$ cat src/ssm_pkg.sv
/*
  Constants, states and widths shared by the serial port core and its
  transmit FIFO.
  Assumes a single 125 MHz clock domain and no register bus.
*/
// Notes on behaviour
// - I2C sends bits 7..0 MSB first, then ack
// - SDA delay none or 2..8 source ticks
// - SDA disable forces data pin released in two-wire mode only
// - Layout 0 stores bits 7..0, ack ninth
// - Layout 1 stores bits 6..0 and bit 8
// - Layout 1 with phase 1 reads like layout 0
// - Ack force drives its value on SDA unless condition generation is selected
// - Ninth rise sample raises ack or nack in layout 0 only
// - Ack detection can request either DMA channel
// - Start reloads transmit shifter, holds output level
// - Start clears receive shifter, restarts reception
// - Start sets SCL wait, hold after ninth
// - Start-initiated frame leaves empty flag alone
// - Synchronous frames carry exactly eight bits
// - Master clock is source over 2(n+1)
// - Transmit interrupt at load or completion
// - Overrun flagged at seventh bit if unread
// - Bit order, inversion and continuous receive
// - Polarity and phase give four clock modes
// - Overrun leaves receive interrupt unraised
package ssm_pkg;
  localparam logic [2:0] SMD_OFF = 3'h0;
  localparam logic [2:0] SMD_SYNC = 3'h1;
  localparam logic [2:0] SMD_I2C = 3'h2;
  // Count-source prescale limits (divide by 1, 2, 8, 32)
  localparam logic [4:0] PRE_LIM_1 = 5'h00;
  localparam logic [4:0] PRE_LIM_2 = 5'h01;
  localparam logic [4:0] PRE_LIM_8 = 5'h07;
  localparam logic [4:0] PRE_LIM_32 = 5'h1f;
  localparam int DATA_W = 8;
  localparam int RX_W = 9;
  localparam int FIFO_DEPTH = 32;
  localparam logic [3:0] BITS_SYNC = 4'h8;
  localparam logic [3:0] BITS_I2C = 4'h9;
  localparam logic [3:0] ACK_SLOT = 4'h8;
  localparam logic [3:0] OVR_SLOT = 4'h6;
  localparam logic [7:0] DUMMY_BYTE = 8'hff;
  localparam logic [2:0] DLY_NONE = 3'h0;
  typedef enum logic [0:0] {ST_IDLE = 1'b0, ST_SHIFT = 1'b1} ssm_state_t;
endpackage

$ cat src/ssm_fifo.sv
/*
  Transmit FIFO with valid/ready on both sides and parameter width/depth.
  Assumes depth is a power of two; storage is a flop array.
*/
`timescale 1ns/100ps
module ssm_fifo #(
  parameter int W = 8,
  parameter int D = 32
) (
  input wire logic clk_i,
  input wire logic arst_n_i,
  input wire logic in_valid_i,
  output logic in_ready_o,
  input wire logic [W-1:0] in_data_i,
  output logic out_valid_o,
  input wire logic out_ready_i,
  output logic [W-1:0] out_data_o
);
  localparam int AW = $clog2(D);
  logic [W-1:0] mem_q [D];
  logic [AW:0] wr_q, wr_d, rd_q, rd_d;
  logic push, pop;

  // Full when pointers differ only in the wrap bit
  assign in_ready_o = !((wr_q[AW] != rd_q[AW]) && (wr_q[AW-1:0] == rd_q[AW-1:0]));
  assign out_valid_o = (wr_q != rd_q);
  assign out_data_o = mem_q[rd_q[AW-1:0]];
  assign push = in_valid_i && in_ready_o;
  assign pop = out_valid_o && out_ready_i;

  // Pointer advance
  always_comb begin
    wr_d = push ? wr_q + (AW+1)'(1) : wr_q;
    rd_d = pop ? rd_q + (AW+1)'(1) : rd_q;
  end

  always_ff @(posedge clk_i or negedge arst_n_i) begin
    if (!arst_n_i) begin
      wr_q <= '0;
      rd_q <= '0;
    end else begin
      wr_q <= wr_d;
      rd_q <= rd_d;
    end
  end

  // Storage written on push only
  always_ff @(posedge clk_i) begin
    if (push) begin
      mem_q[wr_q[AW-1:0]] <= in_data_i;
    end
  end
endmodule

$ cat src/ssm_serial_port.sv
/*
  Serial channel core: I2C data path and clocked synchronous mode, with
  a 32-word transmit FIFO in front of the transmit buffer.
  Assumes control bits are driven by software-facing logic on clk_i and
  that pin inputs are asynchronous; pins are split into in/out/enable.
*/
`timescale 1ns/100ps
module ssm_serial_port import ssm_pkg::*; (
  input wire logic clk_i,
  input wire logic arst_n_i,
  input wire logic [2:0] serial_mode_select_i,
  input wire logic two_wire_mode_select_i,
  input wire logic two_wire_rx_layout_select_i,
  input wire logic [2:0] sda_delay_select_i,
  input wire logic sda_disable_i,
  input wire logic sda_init_i,
  input wire logic clock_phase_select_i,
  input wire logic clock_polarity_select_i,
  input wire logic condition_generation_select_i,
  input wire logic ack_force_enable_i,
  input wire logic ack_force_value_i,
  input wire logic start_initialisation_enable_i,
  input wire logic scl_wait_clear_i,
  input wire logic transmit_enable_i,
  input wire logic receive_enable_i,
  input wire logic clock_direction_select_i,
  input wire logic [7:0] baud_divider_i,
  input wire logic [1:0] count_source_select_i,
  input wire logic transmit_interrupt_source_select_i,
  input wire logic msb_first_i,
  input wire logic invert_data_i,
  input wire logic continuous_rx_i,
  input wire logic [1:0] dma_channel_enable_i,
  input wire logic tx_valid_i,
  output logic tx_ready_o,
  input wire logic [7:0] tx_data_i,
  input wire logic rx_read_i,
  input wire logic overrun_clear_i,
  output logic [8:0] receive_buffer_o,
  output logic rx_full_o,
  output logic overrun_error_o,
  output logic transmit_buffer_empty_flag_o,
  output logic scl_wait_enable_o,
  output logic busy_o,
  output logic tx_irq_o,
  output logic rx_irq_o,
  output logic ack_irq_o,
  output logic nack_irq_o,
  output logic [1:0] dma_req_o,
  input wire logic serial_data_pin_i,
  output logic serial_data_pin_o,
  output logic serial_data_pin_oe_o,
  input wire logic serial_clock_pin_i,
  output logic serial_clock_pin_o,
  output logic serial_clock_pin_oe_o
);
  logic active, i2c, dir, fifo_v, pop, pre_tick, tclk, out_edge, samp_edge, start_det, start_init;
  logic head, rb, sda_del, ack_slot, load_ok;
  logic [7:0] load_byte, tx_byte, rx_next, rx_byte;
  logic [4:0] pre_lim;
  logic [3:0] last_cnt;

  // Pin synchronisers: bit 0 data pin, bit 1 clock pin
  logic [1:0] s1_q, s2_q, s3_q, f_q, f_d, pf_q;
  always_comb begin
    f_d = (~(s2_q ^ s3_q) & s2_q) | ((s2_q ^ s3_q) & f_q);
  end
  always_ff @(posedge clk_i or negedge arst_n_i) begin
    if (!arst_n_i) begin
      s1_q <= 2'h3;
      s2_q <= 2'h3;
      s3_q <= 2'h3;
      f_q <= 2'h3;
      pf_q <= 2'h3;
    end else begin
      s1_q <= {serial_clock_pin_i, serial_data_pin_i};
      s2_q <= s1_q;
      s3_q <= s2_q;
      f_q <= f_d;
      pf_q <= f_q;
    end
  end

  assign active = (serial_mode_select_i != SMD_OFF);
  assign i2c = active && two_wire_mode_select_i;
  assign dir = clock_direction_select_i;
  assign start_det = i2c && pf_q[0] && !f_q[0] && f_q[1] && pf_q[1];
  assign start_init = start_det && start_initialisation_enable_i;

  // Transmit FIFO in front of the transmit buffer
  ssm_fifo #(.W(DATA_W), .D(FIFO_DEPTH)) u_fifo (
    .clk_i(clk_i),
    .arst_n_i(arst_n_i),
    .in_valid_i(tx_valid_i),
    .in_ready_o(tx_ready_o),
    .in_data_i(tx_data_i),
    .out_valid_o(fifo_v),
    .out_ready_i(pop),
    .out_data_o(load_byte)
  );
  assign transmit_buffer_empty_flag_o = !fifo_v;

  // Count source prescaler and baud divider, master clock 2(n+1) ticks
  ssm_state_t st_q, st_d;
  logic [4:0] pre_q, pre_d;
  logic [7:0] brg_q, brg_d;
  logic int_clk_q, int_clk_d, tclk_q;
  always_comb begin
    unique case (count_source_select_i)
      2'h0: pre_lim = PRE_LIM_1;
      2'h1: pre_lim = PRE_LIM_2;
      2'h2: pre_lim = PRE_LIM_8;
      2'h3: pre_lim = PRE_LIM_32;
    endcase
    pre_tick = (pre_q == pre_lim);
    pre_d = pre_tick ? 5'h00 : pre_q + 5'h01;
    brg_d = brg_q;
    int_clk_d = int_clk_q;
    if (st_q != ST_SHIFT || dir || !active) begin
      brg_d = 8'h00;
      int_clk_d = i2c ? 1'b1 : !clock_polarity_select_i;
    end else if (pre_tick) begin
      if (brg_q == baud_divider_i) begin
        brg_d = 8'h00;
        int_clk_d = !int_clk_q;
      end else begin
        brg_d = brg_q + 8'h01;
      end
    end
  end
  always_ff @(posedge clk_i or negedge arst_n_i) begin
    if (!arst_n_i) begin
      pre_q <= 5'h00;
      brg_q <= 8'h00;
      int_clk_q <= 1'b1;
      tclk_q <= 1'b1;
    end else begin
      pre_q <= pre_d;
      brg_q <= brg_d;
      int_clk_q <= int_clk_d;
      tclk_q <= tclk;
    end
  end

  // Transfer clock edges; outside I2C polarity xor phase picks the output edge, I2C always uses the fall
  assign tclk = dir ? f_q[1] : int_clk_q;
  always_comb begin
    logic rise, fall, sel;
    rise = tclk && !tclk_q;
    fall = !tclk && tclk_q;
    sel = !i2c && (clock_polarity_select_i ^ clock_phase_select_i);
    out_edge = sel ? rise : fall;
    samp_edge = sel ? fall : rise;
  end

  // Frame engine: shifters, bit count, receive buffer and events
  logic [3:0] cnt_q, cnt_d;
  logic [8:0] tx_sh_q, tx_sh_d, rx_buf_q, rx_buf_d;
  logic [7:0] rx_sh_q, rx_sh_d;
  logic dout_q, dout_d, full_q, full_d, ovr_q, ovr_d, ovf_q, ovf_d, sent_q, sent_d;
  logic wait9_q, wait9_d, hold_q, hold_d, swc_q, swc_d;
  logic txi_d, rxi_d, ack_d, nack_d;
  logic txi_q, rxi_q, ack_q, nack_q;
  assign ack_slot = (ack_force_enable_i && !condition_generation_select_i) ? ack_force_value_i : 1'b1;
  assign tx_byte = (invert_data_i && !i2c) ? ~load_byte : load_byte;
  assign head = (msb_first_i || i2c) ? tx_sh_q[8] : tx_sh_q[0];
  assign rb = f_q[0] ^ (invert_data_i && !i2c);
  assign rx_next = (msb_first_i || i2c) ? {rx_sh_q[6:0], rb} : {rb, rx_sh_q[7:1]};
  assign rx_byte = i2c ? rx_sh_q : rx_next;
  assign last_cnt = i2c ? BITS_I2C - 4'h1 : BITS_SYNC - 4'h1;
  assign load_ok = active && transmit_enable_i
    && (fifo_v || (continuous_rx_i && receive_enable_i && rx_read_i && !dir));
  always_comb begin
    st_d = st_q;
    cnt_d = cnt_q;
    tx_sh_d = tx_sh_q;
    rx_sh_d = rx_sh_q;
    rx_buf_d = rx_buf_q;
    dout_d = dout_q;
    ovf_d = ovf_q;
    sent_d = sent_q;
    wait9_d = wait9_q;
    hold_d = hold_q;
    pop = 1'b0;
    txi_d = 1'b0;
    rxi_d = 1'b0;
    ack_d = 1'b0;
    nack_d = 1'b0;
    full_d = full_q && !rx_read_i;
    ovr_d = ovr_q && !overrun_clear_i;
    swc_d = start_init || (swc_q && !scl_wait_clear_i);
    if (!active) begin
      st_d = ST_IDLE;
      dout_d = sda_init_i;
      hold_d = 1'b0;
      wait9_d = 1'b0;
    end else if (start_init) begin
      // Restart without touching the FIFO; pin level kept until first bit
      st_d = ST_SHIFT;
      cnt_d = 4'h0;
      tx_sh_d = {(fifo_v ? load_byte : DUMMY_BYTE), ack_slot};
      rx_sh_d = 8'h00;
      ovf_d = 1'b0;
      sent_d = 1'b0;
      hold_d = 1'b0;
      wait9_d = 1'b0;
    end else if (st_q == ST_IDLE) begin
      if (load_ok) begin
        st_d = ST_SHIFT;
        cnt_d = 4'h0;
        pop = fifo_v;
        sent_d = fifo_v;
        txi_d = fifo_v && !transmit_interrupt_source_select_i;
        ovf_d = 1'b0;
        hold_d = 1'b0;
        if (i2c) begin
          tx_sh_d = {(fifo_v ? load_byte : DUMMY_BYTE), ack_slot};
        end else if (msb_first_i) begin
          tx_sh_d = {tx_byte, 1'b1};
        end else begin
          tx_sh_d = {1'b1, tx_byte};
        end
        // On the master clock the sample edge comes first whenever phase is 1; bit one is presented now only when polarity xor phase is 1
        if (!i2c && (clock_polarity_select_i ^ clock_phase_select_i)) begin
          dout_d = msb_first_i ? tx_byte[7] : tx_byte[0];
          tx_sh_d = msb_first_i ? {tx_byte[6:0], 2'h3} : {2'h3, tx_byte[7:1]};
        end
      end
    end else begin
      if (out_edge) begin
        dout_d = head;
        tx_sh_d = (msb_first_i || i2c) ? {tx_sh_q[7:0], 1'b1} : {1'b1, tx_sh_q[8:1]};
      end
      if (samp_edge) begin
        cnt_d = cnt_q + 4'h1;
        if (!(i2c && cnt_q == ACK_SLOT)) begin
          rx_sh_d = rx_next;
        end
        if (cnt_q == OVR_SLOT && full_q && !rx_read_i) begin
          ovr_d = 1'b1;
          ovf_d = 1'b1;
        end
        if (i2c && cnt_q == ACK_SLOT && !two_wire_rx_layout_select_i) begin
          ack_d = !f_q[0];
          nack_d = f_q[0];
        end
        if (cnt_q == last_cnt) begin
          st_d = ST_IDLE;
          wait9_d = i2c;
          txi_d = sent_q && transmit_interrupt_source_select_i;
          if (receive_enable_i) begin
            if (i2c && two_wire_rx_layout_select_i && !clock_phase_select_i) begin
              rx_buf_d = {rx_byte[0], 1'b0, rx_byte[7:1]};
            end else if (i2c) begin
              rx_buf_d = {rb, rx_byte};
            end else begin
              rx_buf_d = {1'b0, rx_byte};
            end
            rxi_d = !ovf_d;
            full_d = full_d || !ovf_d;
          end
        end
      end
    end
    // SCL held low from the ninth falling edge while wait is on
    if (wait9_q && !tclk && tclk_q && st_q == ST_IDLE) begin
      wait9_d = 1'b0;
      hold_d = swc_q;
    end
    if (!swc_q) begin
      hold_d = 1'b0;
    end
  end
  always_ff @(posedge clk_i or negedge arst_n_i) begin
    if (!arst_n_i) begin
      st_q <= ST_IDLE;
      cnt_q <= 4'h0;
      tx_sh_q <= 9'h1ff;
      rx_sh_q <= 8'h00;
      rx_buf_q <= 9'h000;
      dout_q <= 1'b1;
      full_q <= 1'b0;
      ovr_q <= 1'b0;
      ovf_q <= 1'b0;
      sent_q <= 1'b0;
      wait9_q <= 1'b0;
      hold_q <= 1'b0;
      swc_q <= 1'b0;
      txi_q <= 1'b0;
      rxi_q <= 1'b0;
      ack_q <= 1'b0;
      nack_q <= 1'b0;
    end else begin
      st_q <= st_d;
      cnt_q <= cnt_d;
      tx_sh_q <= tx_sh_d;
      rx_sh_q <= rx_sh_d;
      rx_buf_q <= rx_buf_d;
      dout_q <= dout_d;
      full_q <= full_d;
      ovr_q <= ovr_d;
      ovf_q <= ovf_d;
      sent_q <= sent_d;
      wait9_q <= wait9_d;
      hold_q <= hold_d;
      swc_q <= swc_d;
      txi_q <= txi_d;
      rxi_q <= rxi_d;
      ack_q <= ack_d;
      nack_q <= nack_d;
    end
  end

  // SDA delay line clocked by the count source, tap 1..7 gives 2..8 ticks
  logic [7:0] dly_q, dly_d;
  logic sdo_q, sdo_d, sdoe_q, sdoe_d, clko_q, clko_d, clkoe_q, clkoe_d;
  assign sda_del = (sda_delay_select_i == DLY_NONE) ? dout_q : dly_q[sda_delay_select_i];
  always_comb begin
    dly_d = pre_tick ? {dly_q[6:0], dout_q} : dly_q;
    if (two_wire_mode_select_i) begin
      sdo_d = 1'b0;
      sdoe_d = !sda_disable_i && !sda_del;
      clko_d = 1'b0;
      clkoe_d = hold_q || (!dir && st_q == ST_SHIFT && !int_clk_q);
    end else begin
      sdo_d = sda_del;
      sdoe_d = active && transmit_enable_i;
      clko_d = int_clk_q;
      clkoe_d = active && !dir;
    end
  end
  always_ff @(posedge clk_i or negedge arst_n_i) begin
    if (!arst_n_i) begin
      dly_q <= 8'hff;
      sdo_q <= 1'b1;
      sdoe_q <= 1'b0;
      clko_q <= 1'b1;
      clkoe_q <= 1'b0;
    end else begin
      dly_q <= dly_d;
      sdo_q <= sdo_d;
      sdoe_q <= sdoe_d;
      clko_q <= clko_d;
      clkoe_q <= clkoe_d;
    end
  end

  assign serial_data_pin_o = sdo_q;
  assign serial_data_pin_oe_o = sdoe_q;
  assign serial_clock_pin_o = clko_q;
  assign serial_clock_pin_oe_o = clkoe_q;
  assign receive_buffer_o = rx_buf_q;
  assign rx_full_o = full_q;
  assign overrun_error_o = ovr_q;
  assign scl_wait_enable_o = swc_q;
  assign busy_o = (st_q == ST_SHIFT);
  assign tx_irq_o = txi_q;
  assign rx_irq_o = rxi_q;
  assign ack_irq_o = ack_q;
  assign nack_irq_o = nack_q;
  assign dma_req_o = {2{ack_q}} & dma_channel_enable_i;
endmodule

$ cat config.mk
export PLATFORM = sky130hd
export DESIGN_NAME = ssm_serial_port
export DESIGN_NICKNAME = d
export VERILOG_FILES = /design/src/ssm_pkg.sv /design/src/ssm_fifo.sv /design/src/ssm_serial_port.sv
export SDC_FILE = /design/constraint.sdc
export NUM_CORES = 1
export LEC_CHECK = 0
export ABC_AREA = 1
export BUFFER_PORTS_ARGS = -buffer_cell sky130_fd_sc_hd__buf_2
export CORE_MARGIN = 8
export CORE_UTILIZATION = 50
export CTS_BUF_LIST = sky130_fd_sc_hd__clkbuf_8
export DETAILED_ROUTE_END_ITERATION = 8
export GPL_TIMING_DRIVEN = 0
export PLACE_DENSITY = 0.7
export SETUP_SLACK_MARGIN = 0.15
export SLEW_MARGIN = 20
export SYNTH_ARGS = -nofsm -noshare
export SYNTH_HDL_FRONTEND = slang
export SYNTH_SLANG_ARGS = --single-unit
$ cat constraint.sdc
create_clock -name clk_i -period 2.2 [get_ports clk_i]
set_clock_uncertainty 0.15 [all_clocks]
set_input_delay 0.22 -clock clk_i [delete_from_list [all_inputs] [get_ports clk_i]]
set_output_delay 0.22 -clock clk_i [all_outputs]
set_load 0.02 [all_outputs]
Yosys cells after proc, flatten, opt, wreduce, memory -nomap -nowiden
Memories as Yosys holds them, arrays and structs flattened. Index checks and enable logic that the tools add are counted.

Multiplexer cells: 120. Bitwise operators: 11. Reduce and logical (&&, ||, !) cells: 82. Shifts and indexed selects: 0. Magnitude comparators: 1. Add/subtract/negate cells: 5. Equal/unequal tests: 24. Multiply operators: 0. Div/mod/pow operators: 0.

Operator list (count): $mux W9 (11); $mux W1 (90); $mux W8 (11); $logic_and A1 B1 Y1 (37); $logic_not A1 Y1 (20); $mux W4 (5); $pmux W5 S4 (1); $add A6 B1 Y6 const B (2); $ne A4 B1 Y1 const B (3); $reduce_and A3 Y1 (4); $eq A5 B5 Y1 (2); $ne A5 B4 Y1 const B (2); $reduce_bool A2 Y1 (5); $ne A3 B3 Y1 const B (3); $add A8 B1 Y8 const B (1); $eq A8 B8 Y1 (1); $not A8 Y8 (1); $reduce_and A4 Y1 (2); $logic_or A1 B1 Y1 (7); $and A2 B2 Y2 (3); $ne A2 B2 Y1 const B (3); $ne A3 B1 Y1 const B (2); $ne A6 B6 Y1 (1); $reduce_and A6 Y1 (1); other kinds (20) (25).

Flip-flop bits (word level): 92. RAM bits: 256. Memory bits (read-only): 0. Memories kept: 1. Word-level logic and storage cells: 277. Output and inout port bits: 25. Input port bits: 51. Bits in latches: 0.

Memories: u_fifo.mem_q (depth 32, width 8, rd ports 1, clocked after memory_dff 0, wr ports 1, line ssm_fifo.sv:20) `logic [W-1:0] mem_q [D];`.

Depth between registers and ports, before layout
Gate-level depths: netlist of the first run.

Depth in word-level cells: 17. Gate-level depth with buffers: 16. Gate-level depth less buffers: 14.

By module
Synthesis of the first run repeated with hierarchy kept, for this count alone.

Cell total of the unflattened synthesis: 1702. Area total of the unflattened synthesis: 16176.8 sq um.

By module, submodules not included: ssm_fifo (instances 1, cells each 1028, seq. area each 7987.7 sq um, area an instance 11253.3 sq um); ssm_serial_port (instances 1, cells each 674, seq. area each 2042.0 sq um, area an instance 4923.5 sq um).

Least setup slack after synthesis of the first run
No wires, ideal clock.

Path kind: register -> register. Start point: reg u_fifo.rd_q[1]. End point: mem u_fifo.mem_q[27][0], enable pin. Clock period less this slack: 2.390 ns. Buffers on the path: 1. Path slack: -0.190 ns. Stages on the path, launching flop included: 11. Arrival time: 1.870 ns. Setup time: 0.370 ns. Cells stage by stage: dfrtp_1 -> buf_4 -> xor2_1 -> nor3_2 -> nand2_1 -> nor2_2 -> nand2_1 -> nand2_1 -> nor2_1 -> inv_1 -> nor2_1.

Cells in the longest elaborated chain, start to end: 6.

Ends and longest elaborated chain: from (decl) (line ssm_fifo.sv:21) `logic [AW:0] wr_q, wr_d, rd_q, rd_d;`; from (signal assigned) (line ssm_fifo.sv:43) `rd_q <= rd_d;`; $eq A5 B5 Y1 (line ssm_fifo.sv:25) `assign in_ready_o = !((wr_q[AW] != rd_q[AW]) && (wr_q[AW-1:0] == rd_q[AW-1:0]));`; $logic_and A1 B1 Y1 (line ssm_fifo.sv:25); $logic_not A1 Y1 (line ssm_fifo.sv:25); via tx_ready_o (line ssm_serial_port.sv:35) `output logic tx_ready_o,`; $logic_and A1 B1 Y1 (line ssm_fifo.sv:28) `assign push = in_valid_i && in_ready_o;`; $mux W1 (line ssm_fifo.sv:49) `if (push) begin`; $mux W1 (not written as such) (line ssm_fifo.sv:50) `mem_q[wr_q[AW-1:0]] <= in_data_i;`; to (decl) (line ssm_fifo.sv:20).

The timed path passes the listed nets, and every way through them passes these cells.

Worst setup path in the final report of the first run
Start point: reg u_fifo.rd_q[0]. End point: reg tx_sh_q[6].

Cells in the longest elaborated chain, start to end: 9.

Ends and longest elaborated chain: $mem_v2 Z32 W8; $not A8 Y8 (line ssm_serial_port.sv:165) `assign tx_byte = (invert_data_i && !i2c) ? ~load_byte : load_byte;`; $mux W8 (line ssm_serial_port.sv:165); $mux W9 (line ssm_serial_port.sv:218) `end else if (msb_first_i) begin`; $mux W9 (line ssm_serial_port.sv:216) `if (i2c) begin`; $mux W9 (line ssm_serial_port.sv:224) `if (!i2c && (clock_polarity_select_i ^ clock_phase_select_i)) begin`; $mux W9 (line ssm_serial_port.sv:208) `if (load_ok) begin`; $mux W9 (line ssm_serial_port.sv:207) `end else if (st_q == ST_IDLE) begin`; $mux W9 (line ssm_serial_port.sv:197) `end else if (start_init) begin`; to (signal assigned) (line ssm_serial_port.sv:296) `tx_sh_q <= tx_sh_d;`; to (decl) (line ssm_serial_port.sv:158) `logic [8:0] tx_sh_q, tx_sh_d, rx_buf_q, rx_buf_d;`.

Parallel ways exist; a longest one is shown, timed or not. The select of a mux whose other input is x is not followed. A chain may end at the register's enable or synchronous reset.

==> results of run 1 <==
[sequential cells by signal, summed over array words and instances, names as in the netlist, 2 cells and up, named ones only]
name	flops
u_fifo.mem_q	256
receive_buffer_o	9
tx_sh_q	9
brg_q	8
dly_q	8
rx_sh_q	8
u_fifo.rd_q	6
u_fifo.wr_q	6
pre_q	5
cnt_q	4
pf_q	2
s1_q	2
s2_q	2
s3_q	2
[synthesized netlist by cell type (14+ instances only)]
master and n:
buf_2 26, edfxtp_1 256, a21oi_1 50, o211ai_1 16
xor2_1 15, dfstp_2 32, o21ai_0 101, nor3_1 14
nand3_1 158, inv_1 90, o21ai_1 22, dfrtp_1 60
nor2_1 244, clkbuf_1 16, nand2_1 330
[area by class of cell]
class	count	area, µm²	area share, %
Sequential cell	348	10000	50.6
Inverter	108	459	2.32
Buffer	64	704	3.55
Timing Repair Buffer	153	1290	6.52
Clock inverter	49	208	1.05
Multi-Input combinational cell	1044	5870	29.6
Tap cell	402	503	2.54
Clock buffer	56	771	3.89
[worst max-delay path: stages, from the launching register on]
cell and delay (ns):
dfrtp_1 0.41, buf_8 0.17, buf_12 0.16, buf_4 0.14, clkbuf_16 0.16, nand2_1 0.06
nand3_1 0.07, nand3_1 0.11, nand2_2 0.08, nor2_4 0.17, nand2_4 0.10, nand2_4 0.07
nand2_2 0.06, nand3_1 0.08, nand3_1 0.07, nand3_1 0.12, nand2_1 0.07, a21oi_2 0.12
[repair_timing]
item,4_1_cts,5_1_grt
endpoints found under the setup margin,313,326
hold buffers,24,0
hold endpoints to repair,120,0
pin swaps,21,51
setup buffers,13,35
resized for setup,177,119
cloned,1,5
[cell usage in the layout (no fill, tap or decap), drive strengths merged, types with 2 or more instances in the layout]
master / netlist / layout
a211oi: 3 / 3
a21oi: 51 / 51
and3: 3 / 3
buf: 48 / 175
clkbuf: 16 / 74
clkinv: 4 / 28
dfrtp: 60 / 60
dfstp: 32 / 32
dlygate4sd3: 0 / 24
edfxtp: 256 / 256
ha: 10 / 10
inv: 104 / 128
maj3: 2 / 2
nand2: 338 / 339
nand3: 161 / 161
nand3b: 4 / 4
nand4: 7 / 7
nor2: 251 / 251
nor3: 16 / 16
nor3b: 3 / 3
o211ai: 16 / 16
o21ai: 128 / 128
o221ai: 5 / 5
o22ai: 9 / 9
o31ai: 2 / 2
xnor2: 11 / 11
xor2: 15 / 15
[power groups by stage]
stage | clock network [mW] | logic [mW] | registers [mW]
floorplan | 0 | 5.74 | 8.42
global placement | 0 | 8.47 | 8.44
detailed placement | 0 | 8.64 | 8.47
CTS | 5.00 | 10.0 | 8.36
global route | 5.30 | 12.2 | 8.47
finish | 4.98 | 11.5 | 8.39
[stage by stage]
stage                     utilization (%)  cells  instance area [µm²]  setup WS, ns
final                                63.3   2224                19800        -0.259
after CTS                            60.5   2184                19000        -0.244
after detailed placement             54.3   2041                17000        -0.484
after floorplan                         -   1563                16100         0.129
after global routing                 63.3   2224                19800        -0.359
after global placement               54.2   2040                17000        -0.444
[how the worst min path moves through the flow]
stage | start | depth (start not counted) | to
floorplan | arst_n_i | 0 | ack_irq_o
global placement | serial_clock_pin_i | 1 | s1_q[1]
detailed placement | arst_n_i | 1 | brg_q[2]
CTS | tx_data_i[4] | 1 | u_fifo.mem_q[1][4]
global route | tx_data_i[5] | 1 | u_fifo.mem_q[5][5]
finish | tx_data_i[6] | 1 | u_fifo.mem_q[31][6]
[metal layers]
layer / up-vias / global-route usage, %
li1: 5775 / -
met3: 152 / 4.70
met5: - / 0
met4: 0 / 11.2
met2: 695 / 36.8
met1: 6031 / 30.7
[cells by family (layout without fill, tap and decap cells)]
group                    after synthesis  in the layout  share of synthesized area, %
flip-flops                           348            348                          63.5
multiplexers                           1              1                        0.0633
adder cells (fa/ha/maj)               12             12                         0.918
XOR/XNOR                              26             26                          1.44
buffers and inverters                172            430                          5.18
AO/OA/AOI/OAI                        220            220                          7.88
AND/OR/NAND/NOR                      784            785                          21.1
==> key figures, run 1 <==
Outcome
  • Status: complete, but fails checks
  • Failing checks: negative setup slack

Die
  • DIE AREA: 37,600 µm²
  • Die height: 194 µm
  • I/O pins: 76
  • Starting Density: 50.5%
  • Chip Width: 194 µm
  • Core Footprint: 31,300 µm²
  • # rows: 65

Synth
  • Ys flop type: edfxtp_1
  • Synth cell types: 52
  • Yosys warns: 0
  • Synth Register Bits: 348
  • Post-synthesis sequential area ratio: 63.5%
  • Synth area leaders: edfxtp_1, dfrtp_1, nand2_1, nor2_1, dfstp_2
  • Cell area after synthesis: 15,800 µm²
  • Syn Area/Cell: 10.1 µm²
  • Async S/R FF share, synth: 26.4%
  • Leading area contributor after synthesis: edfxtp_1
  • Post-Synthesis Cells: 1,563
  • Post-synth EDFFs: 256
  • Syn Nets: 1,624
  • Post-synth top area share: 48.6%

Placed design
  • Dpl hpwl: 28,700 µm
  • Port-buffer cells: 75
  • Placer Congestion: 0.911

Clock network
  • H-tree levels: 2
  • Clock Tree Root: clkbuf_8
  • CTS sink cnt: 348
  • TritonCTS clock tree: done
  • Clock buffer depth: 3
  • Num CTS Buffers: 56
  • Clk pin slew, worst setup/hold paths: 0.06 ns
  • Clk Latency, worst-skew pair: 0.62 ns

Timing
  • Hold Violations, Final: 0
  • Worst relative slew slack: 51.5%
  • F_max: 407 MHz
  • Sum Neg Setup Slack: -31.09 ns
  • Slew Viols, Final: 0
  • Worst slew pin tran: 0.727 ns
  • Setup ws final: -0.259 ns
  • Tmin final: 2.46 ns
  • # setup viols final: 279
  • Unrepaired setup endpoints after global routing: true
  • Fin crit share: 112%
  • Hold WS: 0.0306 ns

Detailed routing
  • Met3 Wirelength: 4770 µm
  • Wire length per cell: 21.0 µm
  • Drt total wl: 46,700 µm
  • DR WL met2: 21,400 µm
  • Antenna-violating nets left: 0
  • Vias: 12,653
  • Via/cell ratio: 5.69
  • Starting DRC count in detailed routing: 1,344
  • Drc violations: 0
  • Top layer in use: met4
  • Metal1 wirelength: 18,200 µm
  • First drt pass iteration count: 5

Global routing
  • Largest net degree at the start of global routing: 79
  • First-pass GRT wire length: 68,500 µm
  • Vias in the first global route: 11,887
  • Initial antenna violation count: 0
  • Gr usage total: 23.4%
  • Grt ovf: 0

Critical path
  • CP Class: flop to flop
  • Crit path from: u_fifo.rd_q[0]
  • Crit path DAT: 2.85 ns
  • Crit end category: flop
  • CP endpoint: tx_sh_q[6]
  • CP required: 2.59 ns
  • Crit Reg-Reg Endpoint: tx_sh_q[6]
  • Critical Path Fanout Max: 8
  • Startpoint Class: flop
  • FF-to-FF setup slack: -0.26 ns
  • Cells on worst reg2reg path: 17
  • Reg2reg start: u_fifo.rd_q[0]

Power and ir drop
  • Pwr Total: 24.9 mW
  • Leakage: 7.84 nW
  • Clock share of power: 20.0%
  • Sw Share: 42.1%
  • Internal: 14.4 mW
  • VDD IR max: 1170 µV
  • Cell Pwr Density: 1250 nW/µm²
  • Sequential power share: 33.8%
  • Combinational power share: 46.2%
  • Switching power: 10.5 mW

Cells and area
  • Layout cell share with drive strength beyond 1: 27.2%
  • Ant diodes: 0
  • Final net count: 1,836
  • Filler cells: 2,370
  • Syn-to-layout area delta: 25.5%

Job
  • Max cap viols: 0

Min path
  • HP Class: input port to flop
(Power assumes the default switching activity.)
==> run 2, diff against run 1 <==
GPL_TIMING_DRIVEN = default   (was 0)
==> key figures, run 2 (same netlist as run 1, synthesis figures left out) <==
Clock network
  • Clk pin slew, worst setup/hold paths: 0.06 ns
  • CTS sink cnt: 348
  • Clock Tree Root: clkbuf_8
  • Clock buffer depth: 3
  • Clk Latency, worst-skew pair: 0.64 ns
  • Num CTS Buffers: 56
  • TritonCTS clock tree: done
  • H-tree levels: 2

Placed design
  • Dpl hpwl: 25,000 µm
  • Placer Congestion: 0.899
  • Port-buffer cells: 75
  • DP Area: 17,300 µm²

Critical path
  • Critical Path Fanout Max: 6
  • Critical-path top delay cell: dfrtp_4
  • Worst path bufs/invs: 4
  • Most used cell, CP: nand3_2
  • Worst-path cell chain: inv_8 -> buf_16 -> buf_8 -> buf_16 -> nand2_1 -> nand3_1 -> nand3_1 -> nand2_1 -> nor2_2 -> nand2_2 -> nand3_2 -> nand3_2 -> nand3_2 -> nand3b_1 -> a21oi_2
  • Crit path DAT: 2.96 ns
  • CP Class: flop to flop
  • Crit path max-delay family: simple AND/OR/NAND/NOR gates
  • Max stage delay on crit path: 0.50 ns
  • Crit end category: flop
  • CP required: 2.60 ns
  • Startpoint Class: flop

Detailed routing
  • Vias: 12,985
  • Starting DRC count in detailed routing: 1,322
  • Drc violations: 0
  • Wire length per cell: 20.8 µm
  • Via/cell ratio: 5.76
  • Drt total wl: 46,800 µm
  • First drt pass iteration count: 5
  • Antenna-violating nets left: 0

Die
  • I/O pins: 76
  • # rows: 65
  • Die height: 194 µm
  • Chip Width: 194 µm
  • Starting Density: 50.5%
  • DIE AREA: 37,600 µm²
  • Core Footprint: 31,300 µm²

Timing
  • Hold Violations, Final: 0
  • Unrepaired setup endpoints after global routing: true
  • Fin crit share: 116%
  • Worst relative slew slack: 51.2%
  • Tmin final: 2.55 ns
  • Worst slew pin tran: 0.733 ns
  • F_max: 392 MHz
  • # setup viols final: 87
  • Slew Viols, Final: 0
  • Setup ws final: -0.352 ns

Outcome
  • Status: complete, but fails checks
  • Failing checks: negative setup slack

Job
  • Max cap viols: 0

Power and ir drop
  • Cell Pwr Density: 1280 nW/µm²
  • Clock share of power: 18.9%
  • Leakage: 8.45 nW
  • Combinational power share: 50.2%
  • Switching power: 11.2 mW
  • VDD IR max: 708 µV
  • Internal: 16.1 mW
  • Sequential power share: 30.9%
  • Sw Share: 41.0%

Min path
  • HP Class: input port to flop

Cells and area
  • Filler cells: 2,100
  • Syn-to-layout area delta: 35.4%
  • Final net count: 1,867
  • Cell area after layout: 21,400 µm²
  • Final Util: 68.3%
  • Layout cell share with drive strength beyond 1: 34.7%
  • Ant diodes: 0
  • Max FFs per register: 256
  • Commonest non-fill, non-tap cell in the layout: edfxtp_1
  • Most frequent cells in the layout: edfxtp_1, nand2_1, nor2_1

Global routing
  • Grt ovf: 0
  • Largest net degree at the start of global routing: 58
  • Gr usage total: 23.0%
  • Initial antenna violation count: 0
  • Vias in the first global route: 12,828
  • First-pass GRT wire length: 69,600 µm
run 2: cell count changes in the layout (fill, tap and decap cells not counted), sizes merged:
| cell | delta |
|---|---|
| clkbuf | -9 |
| buf | +45 |
| nand2 | -1 |
| clkinv | -18 |
| inv | +10 |
| dlygate4sd3 | +1 |
| clkinvlp | +2 |
run 2: area by class of cell:
type	count	area, µm²	area share [%]
inverter	108	450	2.11
sequential	348	10000	46.9
timing repair buffer	249	2790	13.0
clock buffer	61	840	3.92
tap	402	503	2.35
multi-input combinational	1043	6580	30.8
clock inverter	43	194	0.906
run 2: power groups by stage:
stage	clock network, mW	registers [mW]	logic [mW]
after floorplan	0	8.42	5.74
after global placement	0	8.52	8.08
after detailed placement	0	8.55	8.23
after CTS	5.20	8.40	11.5
after global routing	5.53	8.51	14.5
final	5.18	8.45	13.8
run 2: worst min-delay path: stages:
cell	delay [ns]
buf_2	0.09
inv_1	0.04
nand2_1	0.10
buf_4	0.16
nand4_1	0.10
nor2_1	0.05
run 2: path summary, 6_finish.rpt:
path / start / endpoint / slack (ns) / cells after the start
max: u_fifo.rd_q[0] / tx_sh_q[3] / -0.35 / 15
min: serial_mode_select_i[2] / rx_irq_o / 0.03 / 6
max reg2reg: u_fifo.rd_q[0] / tx_sh_q[3] / -0.35 / 15
min reg2reg: s1_q[1] / s2_q[1] / 0.21 / 0
max in group asynchronous: arst_n_i / pre_q[1] / 0.49 / 4
min in group asynchronous: arst_n_i / dly_q[4] / 0.56 / 3
run 2: per-layer routing:
metal / track usage [%] / wire length (µm)
met3: 3.68 / 3590
met1: 28.7 / 17900
met2: 39.8 / 23400
met5: 0 / 0
met4: 8.87 / 1910
run 2: timing repair:
action,in CTS,in global routing
cloned,16,6
endpoints found under the setup margin,289,307
hold buffers,25,0
gates resized for setup,241,191
pin swaps,94,95
buffers inserted,34,21
endpoints found under the hold margin,147,0
run 2: metrics by stage:
stage	hold slack (ns)	total power, mW	TNS (ns)	instances	worst slack (ns)
floorplan	-0.226	14.2	0	1563	0.129
global placement	-0.0673	16.6	-1.14	2048	-0.0886
detailed placement	-0.0639	16.8	-3.47	2048	-0.159
CTS	0.00416	25.1	-1.96	2227	-0.255
global route	0.0341	28.6	-22.94	2254	-0.453
finish	0.0284	27.4	-6.21	2254	-0.352
